File: src/design/watchdog_reset_cause_flag_pkg.sv
// Package of constants and types for the watchdog with reset-cause flags
`default_nettype none
package watchdog_reset_cause_flag_pkg;

  // ------------------------------------------------------------------
  // Register byte addresses
  // ------------------------------------------------------------------
  localparam logic [7:0] WATCHDOG_RESET_CAUSE_FLAG_CTRL_ADDR  = 8'h60;
  localparam logic [7:0] WATCHDOG_RESET_CAUSE_FLAG_CAUSE_ADDR = 8'h54;

  // ------------------------------------------------------------------
  // Control register fields
  // ------------------------------------------------------------------
  localparam int CTRL_FLAG_BIT = 7;
  localparam int CTRL_IE_BIT   = 6;
  localparam int CTRL_P3_BIT   = 5;
  localparam int CTRL_CE_BIT   = 4;
  localparam int CTRL_RE_BIT   = 3;
  localparam int CTRL_P2_BIT   = 2;
  localparam int CTRL_P0_BIT   = 0;

  // ------------------------------------------------------------------
  // Reset-cause register fields
  // ------------------------------------------------------------------
  localparam int CAUSE_POR_BIT = 0;
  localparam int CAUSE_EXT_BIT = 1;
  localparam int CAUSE_BOR_BIT = 2;
  localparam int CAUSE_WDR_BIT = 3;
  localparam int CAUSE_WIDTH   = 4;

  // ------------------------------------------------------------------
  // Reset values, limits and timing
  // ------------------------------------------------------------------
  localparam logic       RE_RESET        = 1'b0;
  localparam logic [3:0] PERIOD_RESET    = 4'h0;
  localparam logic [3:0] PERIOD_MAX_CODE = 4'h9;
  localparam int         BASE_TICKS_DEF  = 2048;
  localparam int         TICK_CNT_W      = 21;
  localparam int         CE_CYCLES       = 4;
  localparam logic [2:0] CE_LOAD         = 3'(CE_CYCLES - 1);

  // Operating mode, {reset enable, interrupt enable}
  typedef enum logic [1:0] {
    WATCHDOG_RESET_CAUSE_FLAG_STOPPED = 2'b00,
    WATCHDOG_RESET_CAUSE_FLAG_INT     = 2'b01,
    WATCHDOG_RESET_CAUSE_FLAG_RST     = 2'b10,
    WATCHDOG_RESET_CAUSE_FLAG_INT_RST = 2'b11
  } watchdog_reset_cause_flag_mode_t;

endpackage
`default_nettype wire

File: src/design/watchdog_reset_cause_flag_watchdog.sv
// Watchdog timer with reset-cause status register on an Avalon-MM slave
//
// The Avalon-MM register port was left to the implementer.
`default_nettype none
// Overview of operation
// - Cause register bits 7:4 read zero
// - Watchdog reset sets bit 3; zero-write clears
// - Brown-out sets bit 2; zero-write clears
// - External reset sets bit 1; zero-write clears
// - Power-on sets bit 0; only zero-write clears
// - Time-out in interrupt mode sets flag 7
// - Vector execution or writing one clears flag
// - Interrupt needs global enable, enable, flag
// - Vector in combined mode clears enable, flag
// - Unserviced flag at next time-out resets in combined mode
// - Enables select stopped, interrupt, reset, combined
// - Programmed fuse forces system reset mode
// - Clearing reset enable or period needs change-enable
// - Change-enable self-clears four cycles later
// - Cause bit 3 forces reset enable on
// - Period codes 0-9 give 2048..1048576 ticks
// - Period bit 3 at 5, bits 2:0 at 2:0
// - Set change and reset enable, then write
// - Programmed fuse locks enables at one, zero
// - Counter advances on slow oscillator ticks
// - Watchdog reset pulse lasts one clock
module watchdog_reset_cause_flag_watchdog
  import watchdog_reset_cause_flag_pkg::*;
#(
  parameter int BASE_TICKS = BASE_TICKS_DEF
) (
  // Clock and reset
  input  wire logic        clk,
  input  wire logic        sys_rst,
  // Avalon-MM slave
  input  wire logic [7:0]  avs_address,
  input  wire logic        avs_read,
  input  wire logic        avs_write,
  input  wire logic [31:0] avs_writedata,
  input  wire logic [3:0]  avs_byteenable,
  output logic      [31:0] avs_readdata,
  output logic             avs_waitrequest,
  // Pins and processor side
  input  wire logic        slow_osc,
  input  wire logic        always_on_fuse,
  input  wire logic        global_int_enable,
  input  wire logic        vector_ack,
  input  wire logic        restart_req,
  input  wire logic        brownout_event,
  input  wire logic        external_event,
  // Outputs
  output logic             wdog_irq,
  output logic             wdog_reset_pulse
);

  // ------------------------------------------------------------------
  // State
  // ------------------------------------------------------------------
  logic                   osc_s1;
  logic                   osc_s2;
  logic                   osc_s3;
  logic                   fuse_s1;
  logic                   fuse_s2;
  logic                   timeout_flag;
  logic                   int_enable;
  logic                   reset_enable;
  logic                   change_enable;
  logic [2:0]             ce_count;
  logic [3:0]             period_select;
  logic                   restart_pend;
  logic [TICK_CNT_W-1:0]  tick_count;
  logic [CAUSE_WIDTH-1:0] cause;

  // ------------------------------------------------------------------
  // Bus decode
  // ------------------------------------------------------------------
  wire logic       hit_ctrl  = (avs_address == WATCHDOG_RESET_CAUSE_FLAG_CTRL_ADDR);
  wire logic       hit_cause = (avs_address == WATCHDOG_RESET_CAUSE_FLAG_CAUSE_ADDR);
  wire logic       wr_go     = avs_write & ~avs_waitrequest & avs_byteenable[0];
  wire logic       wr_ctrl   = wr_go & hit_ctrl;
  wire logic       wr_cause  = wr_go & hit_cause;
  wire logic [7:0] wdata     = avs_writedata[7:0];

  // ------------------------------------------------------------------
  // Mode selection
  // ------------------------------------------------------------------
  wire logic       fuse_prog = ~fuse_s2;
  wire logic       re_eff    = reset_enable | cause[CAUSE_WDR_BIT] | fuse_prog;
  wire logic       ie_eff    = int_enable & ~fuse_prog;
  wire watchdog_reset_cause_flag_mode_t mode      = watchdog_reset_cause_flag_mode_t'({re_eff, ie_eff});
  wire logic       running   = (mode != WATCHDOG_RESET_CAUSE_FLAG_STOPPED);
  wire logic       combined  = (mode == WATCHDOG_RESET_CAUSE_FLAG_INT_RST);

  // ------------------------------------------------------------------
  // Tick and time-out
  // ------------------------------------------------------------------
  wire logic                  tick    = osc_s2 & ~osc_s3;
  wire logic [TICK_CNT_W-1:0] tgt_m1  = (TICK_CNT_W'(BASE_TICKS) << period_select)
                                        - TICK_CNT_W'(1);
  wire logic                  timeout = tick & running & ~restart_pend
                                        & (tick_count == tgt_m1);
  wire logic                  set_flag  = timeout & ie_eff & ~(re_eff & timeout_flag);
  wire logic                  reset_now = timeout & re_eff & (~ie_eff | timeout_flag);

  // ------------------------------------------------------------------
  // Protected writes
  // ------------------------------------------------------------------
  wire logic ce_load    = wr_ctrl & wdata[CTRL_CE_BIT] & wdata[CTRL_RE_BIT];
  wire logic code_ok    = ({wdata[CTRL_P3_BIT], wdata[CTRL_P2_BIT:CTRL_P0_BIT]}
                           <= PERIOD_MAX_CODE);
  wire logic per_write  = wr_ctrl & change_enable & code_ok;
  wire logic ack_clr_ie = vector_ack & combined;

  // Readback images
  wire logic [7:0] ctrl_image  = {timeout_flag, ie_eff, period_select[3], change_enable,
                                  re_eff, period_select[2:0]};
  wire logic [7:0] cause_image = {4'h0, cause};
  wire logic [7:0] read_mux    = hit_ctrl  ? ctrl_image :
                                 hit_cause ? cause_image : 8'h00;

  // ------------------------------------------------------------------
  // Input synchronisers; the first stage feeds only the second
  // ------------------------------------------------------------------
  always_ff @(posedge clk) begin
    osc_s1  <= slow_osc;
    osc_s2  <= osc_s1;
    osc_s3  <= osc_s2;
    fuse_s1 <= always_on_fuse;
    fuse_s2 <= fuse_s1;
  end

  // ------------------------------------------------------------------
  // Avalon handshake: one wait cycle, answer registered
  // ------------------------------------------------------------------
  always_ff @(posedge clk) begin
    if (sys_rst) begin
      avs_waitrequest <= 1'b1;
      avs_readdata    <= 32'h0000_0000;
    end else begin
      avs_waitrequest <= ~((avs_read | avs_write) & avs_waitrequest);
      if (avs_read & avs_waitrequest) begin
        avs_readdata <= {24'h00_0000, read_mux};
      end
    end
  end

  // ------------------------------------------------------------------
  // Change-enable window, timed on the core clock
  // ------------------------------------------------------------------
  always_ff @(posedge clk) begin
    if (sys_rst) begin
      change_enable <= 1'b0;
      ce_count      <= 3'h0;
    end else if (ce_load) begin
      change_enable <= 1'b1;
      ce_count      <= CE_LOAD;
    end else if (wr_ctrl | (change_enable & (ce_count == 3'h0))) begin
      change_enable <= 1'b0;
    end else if (change_enable) begin
      ce_count <= ce_count - 3'h1;
    end
  end

  // ------------------------------------------------------------------
  // Reset enable and period; clearing needs the open window
  // ------------------------------------------------------------------
  always_ff @(posedge clk) begin
    if (sys_rst) begin
      reset_enable  <= RE_RESET;
      period_select <= PERIOD_RESET;
    end else begin
      // Watchdog cause flag keeps reset enable set until software clears it
      if ((wr_ctrl & wdata[CTRL_RE_BIT]) | cause[CAUSE_WDR_BIT]) begin
        reset_enable <= 1'b1;
      end else if (wr_ctrl & change_enable) begin
        reset_enable <= 1'b0;
      end
      // Reserved codes are refused so the period stays defined
      if (per_write) begin
        period_select <= {wdata[CTRL_P3_BIT], wdata[CTRL_P2_BIT:CTRL_P0_BIT]};
      end
    end
  end

  // ------------------------------------------------------------------
  // Interrupt enable and flag; hardware set beats every clear
  // ------------------------------------------------------------------
  always_ff @(posedge clk) begin
    if (sys_rst) begin
      int_enable   <= 1'b0;
      timeout_flag <= 1'b0;
    end else begin
      if (ack_clr_ie | reset_now) begin
        int_enable <= 1'b0;
      end else if (wr_ctrl) begin
        int_enable <= wdata[CTRL_IE_BIT];
      end
      if (set_flag) begin
        timeout_flag <= 1'b1;
      end else if (vector_ack | reset_now | (wr_ctrl & wdata[CTRL_FLAG_BIT])) begin
        timeout_flag <= 1'b0;
      end
    end
  end

  // ------------------------------------------------------------------
  // Tick counter; restart waits for the next oscillator tick
  // ------------------------------------------------------------------
  always_ff @(posedge clk) begin
    if (sys_rst) begin
      restart_pend <= 1'b0;
      tick_count   <= '0;
    end else begin
      if (restart_req) begin
        restart_pend <= 1'b1;
      end else if (tick) begin
        restart_pend <= 1'b0;
      end
      if (tick) begin
        if (~running | restart_pend | timeout) begin
          tick_count <= '0;
        end else begin
          tick_count <= tick_count + TICK_CNT_W'(1);
        end
      end
    end
  end

  // ------------------------------------------------------------------
  // Outputs straight from flip-flops
  // ------------------------------------------------------------------
  always_ff @(posedge clk) begin
    if (sys_rst) begin
      wdog_irq         <= 1'b0;
      wdog_reset_pulse <= 1'b0;
    end else begin
      wdog_irq         <= timeout_flag & ie_eff & global_int_enable;
      wdog_reset_pulse <= reset_now;
    end
  end

  // ------------------------------------------------------------------
  // Reset-cause flags; bus reset stands for power-on
  // ------------------------------------------------------------------
  wire logic [CAUSE_WIDTH-1:0] cause_set = {reset_now, brownout_event, external_event, 1'b0};

  genvar gi;
  generate
    for (gi = 1; gi < CAUSE_WIDTH; gi++) begin : g_cause
      // Set wins over a zero-write in the same cycle
      always_ff @(posedge clk) begin
        if (sys_rst) begin
          cause[gi] <= 1'b0;
        end else if (cause_set[gi]) begin
          cause[gi] <= 1'b1;
        end else if (wr_cause & ~wdata[gi]) begin
          cause[gi] <= 1'b0;
        end
      end
    end
  endgenerate

  // Power-on flag survives everything but a zero-write
  always_ff @(posedge clk) begin
    if (sys_rst) begin
      cause[CAUSE_POR_BIT] <= 1'b1;
    end else if (wr_cause & ~wdata[CAUSE_POR_BIT]) begin
      cause[CAUSE_POR_BIT] <= 1'b0;
    end
  end
endmodule
`default_nettype wire

File: config.mk
export PLATFORM = sky130hd
export DESIGN_NAME = watchdog_reset_cause_flag_watchdog
export DESIGN_NICKNAME = d
export VERILOG_FILES = /design/src/design/watchdog_reset_cause_flag_pkg.sv /design/src/design/watchdog_reset_cause_flag_watchdog.sv
export SDC_FILE = /design/constraint.sdc
export NUM_CORES = 1
export LEC_CHECK = 0
export ABC_AREA = 1
export BUFFER_PORTS_ARGS = -buffer_cell sky130_fd_sc_hd__buf_2
export CORE_MARGIN = 8
export CORE_UTILIZATION = 55
export CTS_CLUSTER_SIZE = 25
export DETAILED_ROUTE_END_ITERATION = 12
export PLACE_DENSITY = 0.85
export SLEW_MARGIN = 25
export SYNTH_ARGS = -nofsm -noshare
export SYNTH_HDL_FRONTEND = slang
export SYNTH_SLANG_ARGS = --single-unit
File: constraint.sdc
create_clock -name clk -period 5.77 [get_ports clk]
set_clock_uncertainty 0.2 [all_clocks]
set_input_delay 0.2885 -clock clk [delete_from_list [all_inputs] [get_ports clk]]
set_output_delay 0.2885 -clock clk [all_outputs]
set_load 0.01 [all_outputs]
==> results of run 1 <==
placed cells by master (no fill, tap or decap), types with 11 or more instances in the layout:
master / n
nand3_1: 30
inv_1: 49
dfxtp_1: 53
buf_2: 38
o21ai_0: 24
xor2_1: 12
a21oi_1: 11
conb_1: 24
nor2_2: 14
nor2_1: 48
nand2_1: 94
Yosys cell counts:
cell | number | share of area [%]
o21bai_1 | 2 | 0.53
o21a_1 | 1 | 0.26
buf_6 | 3 | 1.2
nand4_1 | 4 | 0.88
buf_4 | 24 | 6.3
clkbuf_1 | 3 | 0.39
inv_1 | 49 | 6.4
xor2_1 | 12 | 3.7
inv_4 | 1 | 0.22
nor2_4 | 2 | 0.79
nor3_2 | 1 | 0.35
o21ai_0 | 24 | 4.2
nor4_1 | 1 | 0.22
o22ai_1 | 1 | 0.22
ha_1 | 4 | 1.8
a21boi_0 | 1 | 0.26
nor3b_1 | 1 | 0.26
a211oi_1 | 3 | 0.79
a21oi_1 | 11 | 1.9
nor2_1 | 48 | 6.3
xnor2_1 | 1 | 0.31
nand2_2 | 9 | 2.0
nor3_1 | 2 | 0.35
nor2_2 | 14 | 3.1
dfxtp_1 | 53 | 37
mux2i_1 | 1 | 0.35
nand3_1 | 30 | 5.3
nand2_1 | 94 | 12
a31oi_1 | 5 | 1.1
o21ai_2 | 1 | 0.31
inv_2 | 2 | 0.26
conb_1 | 1 | 0.13
o211ai_1 | 2 | 0.53
how the worst min path moves through the flow:
stage	cells after the start	startpoint	endpoint	slack, ps
finish	3	global_int_enable	wdog_irq$_SDFF_PP0_	4
global route	3	external_event	cause[1]$_SDFFE_PP0P_	10
CTS	3	global_int_enable	wdog_irq$_SDFF_PP0_	2
detailed placement	0	fuse_s1$_DFF_P_	fuse_s2$_DFF_P_	120
global placement	0	osc_s1$_DFF_P_	osc_s2$_DFF_P_	110
floorplan	0	fuse_s1$_DFF_P_	fuse_s2$_DFF_P_	110
area by class of cell:
class / instances / area share, %
Clock inverter: 2 / 0.5564
Clock buffer: 6 / 2.623
Timing Repair Buffer: 43 / 7.631
Inverter: 52 / 6.280
Sequential cell: 53 / 33.70
Multi-Input combinational cell: 299 / 46.42
Tap cell: 70 / 2.782
layer usage:
metal	vias to the layer above	track usage, %
met5	-	0
met4	0	7.527
met3	9	3.940
met2	59	29.34
met1	1158	17.83
li1	1334	-
what timing repair did:
| item | CTS | global route |
|---|---|---|
| endpoints found under the setup margin | 0 | 0 |
| hold buffers | 5 | 0 |
| endpoints found under the hold margin | 4 | 0 |
state kept, by name, summed over array words and instances, names as in the netlist:
register	flops
timeout_flag	1
cause	4
period_select	4
avs_readdata	8
reset_enable	1
osc_s3	1
tick_count	21
fuse_s2	1
wdog_irq	1
fuse_s1	1
osc_s2	1
wdog_reset_pulse	1
osc_s1	1
avs_waitrequest	1
ce_count	3
int_enable	1
restart_pend	1
change_enable	1
logic make-up (layout without fill, tap and decap cells):
| logic type | after synthesis | in the layout | share of synthesized area [%] |
|---|---|---|---|
| flip-flops | 53 | 53 | 37.11 |
| buffers and inverters | 82 | 103 | 14.79 |
| adder cells (fa/ha/maj) | 4 | 4 | 1.751 |
| XOR/XNOR | 13 | 13 | 3.983 |
| AO/OA/AOI/OAI | 51 | 51 | 10.11 |
| other | 1 | 24 | 0.1312 |
| AND/OR/NAND/NOR | 206 | 206 | 31.77 |
| multiplexers | 1 | 1 | 0.3501 |
where the power goes:
group	internal (mW)	leakage (nW)	total [mW]	switching, mW
Combinational	0.0190	0.939	0.0529	0.0339
Clock	0.0998	0.0518	0.227	0.127
Sequential	0.374	0.431	0.378	0.00417
through the flow:
stage          cell area (µm²)  hold slack [ps]  worst slack [ps]
3_3_place_gp              2998            110.9              3174
3_5_place_dp              2998            118.6              3094
5_1_grt                   3148            10.47              2848
2_1_floorplan             2945            109.6              3651
4_1_cts                   3148            2.356              3084
6_report                  3148            4.464              3109
critical path, stage by stage, from the launching register on:
cell and delay (ps):
dfxtp_1 480, nor2_4 230, nand3_1 100, ha_1 300, nand2_1 70, nand2_1 50
nor2_1 110, nand2_1 60, nor2_1 120, nand2_1 70, nor2_2 90, nand2_2 90
nand2_2 70, nand2_2 40, nand2_2 380, nor2_1 70
==> results.py, run 1 <==
metrics = {
    "drt": {
        "drc": 0,
        "wl_met3_um": 442,
        "wirelength_met1_um": 2598,
        "top_layer": "met4",
        "wl_per_cell_um": 11.54,
        "dr_total_vias": 2560,
        "antenna_left": 0,
        "detailroute.wirelength.met2_um": 2908,
        "wirelength_um": 6056,
        "vias_per_cell": 4.876,
        "dr.pass1.iters": 4,
        "drtIter0Drc": 170,
    },
    "worst_setup_path": {
        "cp_max_fo": 21,
        "worstSetupEndpointType": "flip-flop",
        "crit_path_start_kind": "flip-flop",
        "worstSetupPathType": "flip-flop to flip-flop",
        "crit_start": "period_select[3]$_SDFFE_PP0P_",
        "cp.arrival_ps": 2650,
        "rr_worst_depth": 15,
        "cp.required_ps": 5760,
        "rrSetupSlack_ps": 3110,
        "endpoint": "tick_count[15]$_SDFFE_PP0P_",
        "r2r-end": "tick_count[15]$_SDFFE_PP0P_",
        "r2r_start": "period_select[3]$_SDFFE_PP0P_",
    },
    "cells_and_area": {
        "drive_above_1_share_pct": 16.70,
        "final_util_pct": 62.03,
        "register_area_um2": 1061,
        "nFillCells": 476,
        "area.growth.synth_to_final_pct": 10.11,
        "final-instance-count-excl-fill": 525,
        "final_nets": 513,
        "n_antenna_cell": 0,
        "multi_input_area_um2": 1461,
    },
    "placed_design": {
        "place.gp.congestion": 0.8646,
        "portBuffers": 38,
        "place_hpwl_um": 4680,
        "dp_cells": 512,
    },
    "power_and_ir_drop": {
        "total_power_mw": 0.6578,
        "p_per_area_nw_per_um2": 208.9,
        "p_leak_nw": 1.423,
        "ir_worst_vdd_mv": 0.1557,
    },
    "timing": {
        "worstMarginPinSlew_ps": 744.6,
        "fmaxAchievable_ghz": 0.3758,
        "hold_violations": 0,
        "finalSetupViolations": 0,
        "timing.final.crit_share_pct": 46.12,
        "timing.final.max_slew_violations": 0,
        "rsz0062_at_grt": "false",
        "finalSetupTns_ps": 0,
        "slew_headroom_pct": 49.90,
        "min_period_ps": 2661,
    },
    "cts": {
        "clk_pin_slew_ps": 100,
        "tritoncts": "yes",
        "numCtsBuffers": 5,
        "cts_num_sinks": 53,
        "ctsResizeCount": 0,
        "htreeDepth": 2,
        "cts_setup_buffers": 0,
        "max-clock-path-buffers": 2,
        "clkLatencyLatePin_ps": 320,
        "clockRootBuffer": "clkbuf_8",
    },
    "floorplanning": {
        "initial_core_util_pct": 56.34,
        "rows": 26,
        "die_h_um": 88.10,
        "die_area_um2": 7762,
        "coreArea_um2": 5075,
        "die_w_um": 88.10,
        "io_pins": 90,
    },
    "synthesis": {
        "syn_inst": 411,
        "ys_types": 33,
        "synth_warnings": 0,
        "ys_ff_latch": 53,
        "avgSynthCellArea_um2": 6.956,
        "yosysSeqAreaShare_pct": 37.11,
        "syn_area_um2": 2859,
    },
    "global_route": {
        "grtUsageTotal_pct": 16.42,
        "antenna_found_initial": 0,
        "grt_pass1_wl_um": 10350,
        "grt_pass1_vias": 2535,
        "grt-ovfl-total": 0,
        "grt_max_degree": 22,
    },
    "job": {
        "cap_violations": 0,
    },
    "run_status": {
        "outcome": "finished, final reports clean",
    },
    "worst_hold_path": {
        "hp-class": "input pin to flip-flop",
    },
}
No activity file was read; power rests on OpenSTA's default activity.
==> inputs of run 2 (changes only) <==
- CORE_UTILIZATION: 55 -> 51
- PLACE_DENSITY: 0.85 -> 0.8
- clock period: 5.77 -> 2.7 ns (I/O delays scaled with it)
==> results.py, run 2 (same netlist as run 1, synthesis figures left out) <==
metrics = {
    "power_and_ir_drop": {
        "p_leak_nw": 1.510,
        "p_per_area_nw_per_um2": 425.3,
        "ir_worst_vdd_mv": 0.3016,
        "total_power_mw": 1.419,
    },
    "global_route": {
        "use_met3_pct": 3.990,
        "use_met1_pct": 16.20,
        "use_met2_pct": 27.22,
        "antenna_found_initial": 1,
        "grt_busiest_layer": "met2",
        "grt_pass1_vias": 2537,
        "grt_max_degree": 22,
        "grt-ovfl-total": 0,
        "grt_pass1_wl_um": 10730,
        "grtUsageTotal_pct": 15.16,
    },
    "worst_setup_path": {
        "cp.arrival_ps": 2330,
        "worstSetupPathType": "flip-flop to flip-flop",
        "crit_path_start_kind": "flip-flop",
        "cp.required_ps": 2710,
        "cp_max_fo": 21,
        "worstSetupEndpointType": "flip-flop",
    },
    "drt": {
        "dr.pass1.iters": 4,
        "drtIter0Drc": 121,
        "dr_total_vias": 2579,
        "wl_per_cell_um": 11.29,
        "drc": 0,
        "vias_per_cell": 4.723,
        "antenna_left": 0,
        "wirelength_um": 6166,
    },
    "cells_and_area": {
        "largest_reg_flops": 21,
        "final_common_cell": "nand2_1",
        "nFillCells": 486,
        "reg_top3": "tick_count: 21 flops, avs_readdata: 8 flops",
        "final_nets": 531,
        "final-instance-count-excl-fill": 546,
        "drive_above_1_share_pct": 16.70,
        "final_cell_mix": "nand2_1, dfxtp_1, inv_1",
        "regMostFlops": "tick_count",
        "area.growth.synth_to_final_pct": 16.72,
    },
    "cts": {
        "numCtsBuffers": 5,
        "max-clock-path-buffers": 2,
        "htreeDepth": 2,
        "tritoncts": "yes",
        "ctsResizeCount": 0,
        "clkLatencyLatePin_ps": 310,
        "cts_num_sinks": 53,
        "clk_pin_slew_ps": 90,
        "clockRootBuffer": "clkbuf_8",
    },
    "timing": {
        "hold_violations": 0,
        "timing.final.max_slew_violations": 0,
        "min_period_ps": 2328,
        "timing.final.crit_share_pct": 86.24,
        "fmaxAchievable_ghz": 0.4295,
        "rsz0062_at_grt": "false",
        "finalSetupTns_ps": 0,
        "finalSetupViolations": 0,
    },
    "floorplanning": {
        "rows": 27,
        "initial_core_util_pct": 52.24,
        "io_pins": 90,
        "die_w_um": 90.87,
        "die_area_um2": 8257,
        "coreArea_um2": 5473,
        "die_h_um": 90.87,
    },
    "placed_design": {
        "place_hpwl_um": 4679,
        "portBuffers": 38,
        "dp_cells": 517,
        "place.gp.congestion": 0.9028,
    },
    "run_status": {
        "outcome": "finished, final reports clean",
    },
    "job": {
        "cap_violations": 0,
    },
    "worst_hold_path": {
        "hp-class": "input pin to flip-flop",
    },
}
[run 2: changes by cell type in the layout (fill, tap and decap cells not counted), sizes merged]
| cell | previous run | this run |
|---|---|---|
| buf | 38 | 41 |
| clkinv | 1 | 0 |
| clkinvlp | 0 | 1 |
| diode | 0 | 1 |
| dlygate4sd3 | 5 | 20 |
[run 2: routing by layer]
metal | part of all wire, % | vias up
li1 | - | 1365
met1 | 44 | 1132
met2 | 47 | 69
met3 | 6.9 | 13
met4 | 2.0 | 0
met5 | 0 | -
[run 2: report_power, final]
group / internal (mW) / switching, mW / total, mW
Combinational: 0.0577 / 0.0762 / 0.134
Clock: 0.211 / 0.267 / 0.478
Sequential: 0.798 / 0.00880 / 0.807
Total: 1.07 / 0.352 / 1.42
[run 2: final timing paths]
kind                            depth (start not counted)                     endpoint  slack, ps                           from
worst max register to register                         16  tick_count[13]$_SDFFE_PP0P_        370  period_select[0]$_SDFFE_PP0P_
worst min register to register                          0              fuse_s2$_DFF_P_        140                fuse_s1$_DFF_P_
worst max-delay path                                   16  tick_count[13]$_SDFFE_PP0P_        370  period_select[0]$_SDFFE_PP0P_
worst min-delay path                                    5    timeout_flag$_SDFFE_PP0P_         10               avs_writedata[7]
[run 2: area by class of cell]
cell class                      count  area (µm²)  area share, %
Antenna cell                        1       2.502        0.07499
Clock inverter                      2       16.27         0.4874
Timing Repair Buffer               61       425.4          12.75
Clock buffer                        6       82.58          2.475
Tap cell                           72       90.09          2.700
Sequential cell                    53        1061          31.80
Inverter                           52       197.7          5.924
Multi-Input combinational cell    299        1461          43.79
[run 2: through the flow]
step	utilization [%]	cell area (µm²)	worst slack, ps	hold WS [ps]
5_1_grt	60.97	3337	212.8	35.69
4_1_cts	60.93	3334	367.6	3.788
3_3_place_gp	55.46	3035	424.1	38.16
2_1_floorplan	-	2945	580.9	-37.28
6_report	60.97	3337	371.6	13.66
3_5_place_dp	55.46	3035	404.1	39.85
[run 2: repair_timing]
| item | CTS | global route |
|---|---|---|
| hold endpoints to repair | 19 | 0 |
| hold buffers | 20 | 0 |
| endpoints found under the setup margin | 0 | 0 |
| setup buffers | 0 | 0 |
[run 2: critical path, cell delays in order (launching register included)]
cell and delay, ps:
dfxtp_1 380, nor2_2 200, nand2_2 80, ha_1 310
nand2_1 70, nand2_1 50, nor2_1 100, nand2_1 60
nor2_1 90, nand2_1 60, nor2_2 90, nand2_2 100
nand2_2 70, nand2_2 40, nand2_2 70, buf_12 180
nor2_1 60
